File: src/include/sbsc_defs.svh
// Contract
// - Low brake output releases, high applies brake
// - No release during overtravel or unpowered motor
// - Terminal digit routes brake output, zero unused
// - Shared terminal driven by OR of signals
// - Brake applies at servo off, delay shifts
// - Running stop applies brake by speed condition
// - Speed threshold clamped to motor maximum
// - Stop digit selects braking then hold/coast
// - Stop mode applies on servo off, alarm, power
// - Small models force dynamic brake on power loss
// - Hold time 20 to 1000 ms, immediate
// - Short main power loss ignored within hold
// - Undervoltage or control loss voids ride-through
`ifndef SBSC_DEFS_SVH
`define SBSC_DEFS_SVH

// ------------------------------------------------------------
// Timing
// ------------------------------------------------------------
`define SBSC_CLK_HZ        25000000
`define SBSC_TICK_MS       1
`define SBSC_TICK_CYCLES   (`SBSC_CLK_HZ / 1000 * `SBSC_TICK_MS)
`define SBSC_HOLD_MIN      10'd20
`define SBSC_HOLD_MAX      10'd1000
`define SBSC_HOLD_RESET    10'd20

// ------------------------------------------------------------
// Field codes
// ------------------------------------------------------------
`define SBSC_TERM_NONE     2'd0
`define SBSC_STOP_DB_DB    2'd0
`define SBSC_STOP_DB_COAST 2'd1
`define SBSC_STOP_COAST    2'd2

`endif

File: src/include/sbsc_pkg.sv
package sbsc_pkg;
    // Stopping state of the power stage
    typedef enum logic [3:0] {
        SBSC_RUN   = 4'b0001,   // Motor powered by servo
        SBSC_DBRK  = 4'b0010,   // Dynamic braking active
        SBSC_COAST = 4'b0100,   // Power stage off
        SBSC_HOLD  = 4'b1000    // Dynamic brake held after stop
    } sbsc_state_e;

    // Status inputs grouped together
    typedef struct packed {
        logic servo_on;          // Host servo-on request
        logic alarm;             // Any alarm active
        logic main_power;        // Main circuit present
        logic ctrl_power;        // Control supply present
        logic undervolt;         // Undervoltage alarm
        logic overtravel;        // Overtravel active
        logic stopped;           // Motor at standstill
    } sbsc_status_s;

    // Power stage commands
    typedef struct packed {
        logic powered;           // Motor current enabled
        logic dyn_brake;         // Dynamic braking shorted
    } sbsc_stage_s;
endpackage : sbsc_pkg

File: src/core/sbsc_ctrl.sv
`timescale 1ns/100ps
`include "sbsc_defs.svh"
module sbsc_ctrl #(
    parameter int SPD_W      = 16,     // Speed word width
    parameter int OFF_DLY_MS = 0,      // Servo-off delay after brake, ms
    parameter int TICK_CYC   = `SBSC_TICK_CYCLES,
    parameter bit SMALL_MODEL = 1'b0   // Forces braking on power loss
) (
    input  wire logic                 clock_i,         // 25 MHz clock
    input  wire logic                 rst_n_i,         // Async reset
    input  wire sbsc_pkg::sbsc_status_s status_i,      // Status inputs
    input  wire logic [SPD_W-1:0]     speed_i,         // Motor speed magnitude
    input  wire logic [SPD_W-1:0]     brake_speed_threshold_i, // Brake speed
    input  wire logic [SPD_W-1:0]     max_speed_i,     // Motor maximum speed
    input  wire logic [9:0]           power_loss_hold_time_i, // Hold ms
    input  wire logic [1:0]           output_terminal_assign_param_i, // Route
    input  wire logic [1:0]           stop_method_param_i, // Stop digit
    input  wire logic [2:0]           other_out_i,     // Other functions per terminal
    output logic [2:0]                term_o,          // Terminals, low active
    output logic                      brake_release_out_n_o, // Brake signal
    output sbsc_pkg::sbsc_stage_s     stage_o,         // Stage commands
    output logic                      servo_active_o   // Servo running
);
    initial begin
        if (SPD_W < 2 || OFF_DLY_MS < 0 || OFF_DLY_MS > 1000 || TICK_CYC < 1)
            $error("sbsc_ctrl: bad parameter");
    end

    // ------------------------------------------------------------
    // Helpers
    // ------------------------------------------------------------
    // Clamp value to a limit
    function automatic logic [SPD_W-1:0] clamp_f(input logic [SPD_W-1:0] v,
                                                 input logic [SPD_W-1:0] lim);
        clamp_f = (v > lim) ? lim : v;
    endfunction : clamp_f

    // Clamp hold setting to legal range
    function automatic logic [9:0] hold_f(input logic [9:0] v);
        if (v < `SBSC_HOLD_MIN)
            hold_f = `SBSC_HOLD_MIN;
        else if (v > `SBSC_HOLD_MAX)
            hold_f = `SBSC_HOLD_MAX;
        else
            hold_f = v;
    endfunction : hold_f

    localparam logic [15:0] TICK_LAST = 16'(TICK_CYC - 1);
    localparam logic [9:0]  OFF_DLY   = 10'(OFF_DLY_MS);

    // ------------------------------------------------------------
    // Millisecond tick and ride-through
    // ------------------------------------------------------------
    logic [15:0] tick_reg, tick_next;     // Prescaler
    logic        ms_reg, ms_next;         // One-cycle ms strobe
    logic [9:0]  loss_reg, loss_next;     // Ms of missing main power
    logic        trip_reg, trip_next;     // Ride-through expired
    logic        loss_now;                // Power loss counts as off

    // Prescaler and power-loss counter
    always_comb begin
        tick_next = (tick_reg == TICK_LAST) ? 16'h0 : tick_reg + 16'h1;
        ms_next   = (tick_reg == TICK_LAST);
        loss_next = loss_reg;
        trip_next = trip_reg;
        if (status_i.main_power) begin
            loss_next = 10'h0;
            trip_next = 1'b0;
        end else if (ms_reg && !trip_reg) begin
            loss_next = loss_reg + 10'h1;
            if (loss_reg + 10'h1 >= hold_f(power_loss_hold_time_i))
                trip_next = 1'b1;
        end
    end

    always_ff @(posedge clock_i or negedge rst_n_i) begin
        if (!rst_n_i) begin
            tick_reg <= 16'h0;
            ms_reg   <= 1'b0;
            loss_reg <= 10'h0;
            trip_reg <= 1'b0;
        end else begin
            tick_reg <= tick_next;
            ms_reg   <= ms_next;
            loss_reg <= loss_next;
            trip_reg <= trip_next;
        end
    end

    assign loss_now = trip_reg || !status_i.ctrl_power ||
                      (!status_i.main_power && status_i.undervolt);

    // ------------------------------------------------------------
    // Servo off request and stop state machine
    // ------------------------------------------------------------
    logic stop_req;                       // Any stop cause
    logic pwr_off;                        // Power-off cause
    sbsc_pkg::sbsc_state_e st_reg, st_next;
    logic [9:0]  dly_reg, dly_next;       // Servo-off delay counter
    logic        brk_reg, brk_next;       // Brake applied internally
    logic [SPD_W-1:0] thr;                // Clamped threshold

    assign pwr_off  = loss_now;
    assign stop_req = !status_i.servo_on || status_i.alarm || pwr_off;
    assign thr = clamp_f(brake_speed_threshold_i, max_speed_i);

    // Brake and stop sequencing
    always_comb begin
        st_next  = st_reg;
        dly_next = dly_reg;
        brk_next = brk_reg;
        case (st_reg)
            sbsc_pkg::SBSC_RUN: begin
                brk_next = 1'b0;
                dly_next = 10'h0;
                if (stop_req) begin
                    if (status_i.stopped) begin
                        brk_next = 1'b1;
                        if (OFF_DLY != 10'h0 && !pwr_off && !status_i.alarm) begin
                            st_next = sbsc_pkg::SBSC_RUN;
                            dly_next = dly_reg;
                        end
                    end else if (speed_i <= thr) begin
                        brk_next = 1'b1;
                    end
                    if (!status_i.stopped || OFF_DLY == 10'h0 || pwr_off ||
                        status_i.alarm || (dly_reg >= OFF_DLY)) begin
                        if (SMALL_MODEL && pwr_off)
                            st_next = sbsc_pkg::SBSC_DBRK;
                        else if (stop_method_param_i == `SBSC_STOP_COAST)
                            st_next = sbsc_pkg::SBSC_COAST;
                        else
                            st_next = sbsc_pkg::SBSC_DBRK;
                    end else if (ms_reg) begin
                        dly_next = dly_reg + 10'h1;
                    end
                end
            end
            sbsc_pkg::SBSC_DBRK: begin
                if (speed_i <= thr)
                    brk_next = 1'b1;
                if (status_i.stopped) begin
                    brk_next = 1'b1;
                    if (stop_method_param_i == `SBSC_STOP_DB_COAST && !(SMALL_MODEL && pwr_off))
                        st_next = sbsc_pkg::SBSC_COAST;
                    else
                        st_next = sbsc_pkg::SBSC_HOLD;
                end
            end
            sbsc_pkg::SBSC_COAST, sbsc_pkg::SBSC_HOLD: begin
                if (speed_i <= thr || status_i.stopped)
                    brk_next = 1'b1;
                if (!stop_req)
                    st_next = sbsc_pkg::SBSC_RUN;
            end
            default: st_next = sbsc_pkg::SBSC_COAST;
        endcase
    end

    always_ff @(posedge clock_i or negedge rst_n_i) begin
        if (!rst_n_i) begin
            st_reg  <= sbsc_pkg::SBSC_HOLD;
            dly_reg <= 10'h0;
            brk_reg <= 1'b1;
        end else begin
            st_reg  <= st_next;
            dly_reg <= dly_next;
            brk_reg <= brk_next;
        end
    end

    // ------------------------------------------------------------
    // Outputs and terminal routing
    // ------------------------------------------------------------
    logic       bk_n;                     // Brake line, low releases
    logic [2:0] term_next;

    // Output computation
    // The brake line is built from the next state values, so that the
    // brake applies on the very edge at which the servo drops out.
    // Using the registered values instead would leave the brake released
    // for one cycle after the stage has already lost its drive.
    // While a stop without a power-off cause or overtravel is running the brake stays released until the speed
    // condition is met, which keeps the holding brake from being used
    // as a running brake; the power stage alone slows the motor then.
    // Trade-off: the line follows the status inputs combinationally into
    // one flip-flop, so those inputs must be clean and synchronous.
    always_comb begin
        // no release on overtravel or unpowered
        // Unpowered means a power-off cause: main loss past ride-through,
        // control supply gone, or undervoltage during the loss
        bk_n = brk_next || status_i.overtravel || pwr_off;
        term_next = 3'b111;
        for (int i = 0; i < 3; i++) begin
            if (output_terminal_assign_param_i == 2'(i + 1))
                term_next[i] = bk_n & other_out_i[i];
            else
                term_next[i] = other_out_i[i];
        end
    end

    always_ff @(posedge clock_i or negedge rst_n_i) begin
        if (!rst_n_i) begin
            term_o                <= 3'b111;
            brake_release_out_n_o <= 1'b1;
            stage_o               <= '{powered: 1'b0, dyn_brake: 1'b1};
            servo_active_o        <= 1'b0;
        end else begin
            term_o                <= term_next;
            brake_release_out_n_o <= bk_n;
            stage_o.powered       <= (st_next == sbsc_pkg::SBSC_RUN);
            stage_o.dyn_brake     <= (st_next == sbsc_pkg::SBSC_DBRK) ||
                                     (st_next == sbsc_pkg::SBSC_HOLD);
            servo_active_o        <= (st_next == sbsc_pkg::SBSC_RUN);
        end
    end
endmodule : sbsc_ctrl

File: config.mk
export PLATFORM = sky130hd
export DESIGN_NAME = sbsc_ctrl
export DESIGN_NICKNAME = d
export VERILOG_FILES = /design/src/include/sbsc_pkg.sv /design/src/core/sbsc_ctrl.sv
export VERILOG_INCLUDE_DIRS = /design/src /design/src/include
export SDC_FILE = /design/constraint.sdc
export NUM_CORES = 1
export LEC_CHECK = 0
export BUFFER_PORTS_ARGS = -buffer_cell sky130_fd_sc_hd__buf_2
export CORE_ASPECT_RATIO = 0.8
export CORE_MARGIN = 2
export CORE_UTILIZATION = 54
export DETAILED_ROUTE_END_ITERATION = 8
export GPL_TIMING_DRIVEN = 0
export PLACE_DENSITY = 0.81
export SLEW_MARGIN = 0
export SYNTH_ARGS = -nofsm -noshare
export SYNTH_HDL_FRONTEND = slang
export SYNTH_SLANG_ARGS = --single-unit
File: constraint.sdc
create_clock -name clock_i -period 3.15 [get_ports clock_i]
set_clock_uncertainty 0.1 [all_clocks]
set_input_delay 0.63 -clock clock_i [delete_from_list [all_inputs] [get_ports clock_i]]
set_output_delay 0.63 -clock clock_i [all_outputs]
set_load 0.005 [all_outputs]
==> results.py <==
metrics = {
    "synth": {
        "synth_common_cells": "ha_1, nor2_1, dfrtp_1, inv_1",
        "syn_inst": 351,
        "ys_ff_latch": 39,
        "yosysMostFrequentCell": "ha_1",
        "synthFlopType": "dfrtp_1",
        "yosysSeqAreaShare_pct": 31.05,
        "yosys_warnings": 0,
        "synth_cell_type_count": 49,
        "synthArstFlopShare_pct": 100.0,
        "synth_area_um2": 3172,
        "synth_area_leaders": "dfrtp_1, ha_1, dfstp_2",
        "synth_nets": 469,
        "avgSynthCellArea_um2": 9.036,
        "synth-edff-count": 0,
        "netlist.top_cell.by_area": "dfrtp_1",
        "yosys.area.top_type_share_pct": 25.25,
    },
    "routing": {
        "drt_first_pass_iters": 5,
        "post-route-drc-count": 0,
        "wl_met1_um": 3781,
        "postRouteWirelength_um": 8483,
        "met2_length_um": 4148,
        "top_layer_used": "met4",
        "num_vias": 2995,
        "avgRoutedWirePerCell_um": 15.98,
        "vias_per_cell": 5.640,
        "wl_met3_um": 432,
        "drtAntennaViolNets": 0,
        "drt_iter0_drc": 223,
    },
    "critical_path": {
        "end_kind": "flop",
        "worst_ep_required_time_ps": 3280,
        "crit_type": "primary input to flop",
        "worst_ep_arrival_time_ps": 3770,
        "path_max_fanout": 5,
        "cp-start-kind": "primary input",
    },
    "floorplan": {
        "dieArea_um2": 6507,
        "initial_core_util_pct": 57.09,
        "dieWidth_um": 89.69,
        "ios": 81,
        "core_um2": 5555,
        "fp.dieH_um": 72.55,
        "std_cell_rows": 24,
    },
    "sta": {
        "setup_viol": 5,
        "fmax_mhz": 275.0,
        "final_hold_viol_count": 0,
        "period_minus_slack_ps": 3637,
        "worst_pin_slew_ps": 848.0,
        "fin_crit_sh_pct": 115.5,
        "max-slew-margin-rel_pct": 43.47,
        "slew_viol_final": 0,
        "rsz0062_at_grt": "yes",
        "worst_slack_ps": -486.7,
        "hold_slack_ps": 342.0,
    },
    "status": {
        "status": "finished, violations left",
        "failed_checks": "negative setup slack",
    },
    "grt": {
        "antenna_found_initial": 0,
        "gr-total-overflow": 0,
        "grt_usage_pct": 24.56,
        "grt_pass1_wl_um": 12570,
        "grt_pass1_vias": 2807,
        "grt_start_max_net_pins": 40,
    },
    "layout": {
        "areaGrowthSynthToFinish_pct": 35.46,
        "drive_above_1_share_pct": 34.66,
        "utilization_pct": 77.34,
        "nNetsFinal": 570,
        "layoutNonFillerInstCount": 531,
        "diodes": 0,
        "largest_reg_flops": 16,
    },
    "power_and_ir_drop": {
        "power_frac_clock_pct": 29.4,
        "p_per_area_nw_per_um2": 332.1,
        "netSwitchingFraction_pct": 30.67,
        "leakage_nw": 2.016,
        "intPower_mw": 0.9891,
        "switchingPower_mw": 0.4376,
        "ir_drop_mv": 0.3154,
        "pwr-share-seq_pct": 37.7,
        "combPwrFrac_pct": 32.9,
    },
    "clock_tree": {
        "cts_htree_levels": 2,
        "clockBufferDepth": 2,
        "numCtsBuffers": 5,
        "cts_hold_buf": 0,
        "clk_latency_ps": 290,
        "cts_tree": "yes",
        "cts.root.buffer_cell": "clkbuf_8",
        "cts.sinks": 39,
        "clk_pin_slew_ps": 80,
    },
    "placed_design": {
        "place_congestion": 0.8646,
        "dp_slack_ps": -961.5,
        "io_buffer_count": 80,
        "placed_cells": 509,
        "dpl.hpwl_um": 5871,
    },
    "job": {
        "maxCapViolations": 0,
    },
    "hold_path": {
        "min_path_type": "primary input to async pin",
    },
}
logic make-up (layout without fill, tap and decap cells):
group	Yosys count	count (layout)	share of synthesized area, %
XOR/XNOR	27	27	7.456
buffers and inverters	33	135	4.537
AND/OR/NAND/NOR	127	127	21.50
flip-flops	39	39	31.05
adder cells (fa/ha/maj)	44	44	17.36
AO/OA/AOI/OAI	65	65	12.90
multiplexers	16	16	5.207
final cells by class:
type	count	area, µm²
Buffer	6	42.54
Clock buffer	5	68.82
Clock inverter	3	43.79
Fill cell	372	1259
Inverter	27	133.9
Multi-Input combinational cell	279	2291
Sequential cell	39	984.7
Tap cell	78	97.59
Timing Repair Buffer	94	634.4
worst max-delay path: stages:
cell and delay [ps]:
buf_8 80, inv_4 30, ha_4 260, nand4_4 150, buf_6 160, a2111oi_4 290, o21ai_1 130, nand3_1 160
o21ai_4 110, buf_12 150, mux2i_1 120, ha_1 320, a21o_1 190, a21o_1 180, a221oi_2 230, o211ai_1 140
a21oi_2 280, o21a_1 170
metrics by stage:
step | instance area (µm²) | power [mW] | TNS (ps)
floorplan | 3313 | 0.7869 | -2243
global placement | 3811 | 0.9079 | -4474
detailed placement | 3811 | 0.9252 | -4768
CTS | 4130 | 1.391 | -1487
global route | 4297 | 1.510 | -2952
finish | 4297 | 1.427 | -2328
repair_timing:
action,CTS,global route
buffers inserted,9,5
pin swaps,13,27
gates cloned,1,0
resized for setup,27,36
endpoints found under the setup margin,5,5
per-layer routing:
| layer | up-vias | global-route usage [%] |
|---|---|---|
| met5 | - | 0 |
| met4 | 0 | 4.809 |
| met3 | 16 | 5.006 |
| li1 | 1448 | - |
| met2 | 103 | 39.30 |
| met1 | 1428 | 34.65 |
power by group through the flow:
stage          Clock (mW)  Sequential [mW]  Combinational [mW]
2_1_floorplan           0            0.546               0.241
3_3_place_gp            0            0.546               0.362
3_5_place_dp            0            0.547               0.379
4_1_cts             0.428            0.537               0.425
5_1_grt             0.455            0.540               0.516
6_report            0.420            0.537               0.469
path summary, 6_finish.rpt:
path | start | end | slack, ps | depth (start not counted)
worst max-delay path | max_speed_i[12] | term_o[2]$_DFF_PN1_ | -490 | 18
worst min-delay path | rst_n_i | tick_reg[7]$_DFF_PN0_ | 340 | 1
worst max register to register | loss_reg[0]$_DFFE_PN0P_ | trip_reg$_DFFE_PN0P_ | 700 | 9
worst min register to register | tick_reg[15]$_DFF_PN0_ | tick_reg[15]$_DFF_PN0_ | 380 | 1
max in group asynchronous | rst_n_i | loss_reg[2]$_DFFE_PN0P_ | 2070 | 1
min in group clock_i | tick_reg[15]$_DFF_PN0_ | tick_reg[15]$_DFF_PN0_ | 380 | 1
cells in the final DEF (no fill, tap or decap), types with 3 or more instances in the layout:
| cell | netlist | routed |
|---|---|---|
| buf_4 | 1 | 13 |
| buf_6 | 0 | 15 |
| dfstp_2 | 7 | 7 |
| nand3_1 | 14 | 14 |
| ha_4 | 0 | 14 |
| dfrtp_1 | 32 | 32 |
| buf_8 | 0 | 4 |
| nor2_1 | 34 | 32 |
| o21a_1 | 3 | 3 |
| or3_1 | 6 | 6 |
| clkbuf_8 | 0 | 5 |
| o21ai_1 | 2 | 3 |
| nand2_1 | 23 | 23 |
| xor2_1 | 13 | 13 |
| nor3b_1 | 3 | 3 |
| nor3_1 | 5 | 5 |
| clkbuf_1 | 4 | 4 |
| mux2i_1 | 15 | 12 |
| nand2b_1 | 8 | 8 |
| a21o_1 | 8 | 8 |
| o21ai_0 | 12 | 10 |
| inv_2 | 0 | 6 |
| buf_2 | 0 | 63 |
| inv_1 | 27 | 14 |
| ha_1 | 44 | 30 |
| a211oi_1 | 6 | 6 |
| xnor2_1 | 14 | 14 |
| inv_4 | 0 | 4 |
| nand3b_1 | 4 | 4 |
| nand4_1 | 9 | 9 |
| a21oi_1 | 23 | 22 |
| nor2b_1 | 4 | 4 |
Note: power is estimated with default switching activity, not from simulation.
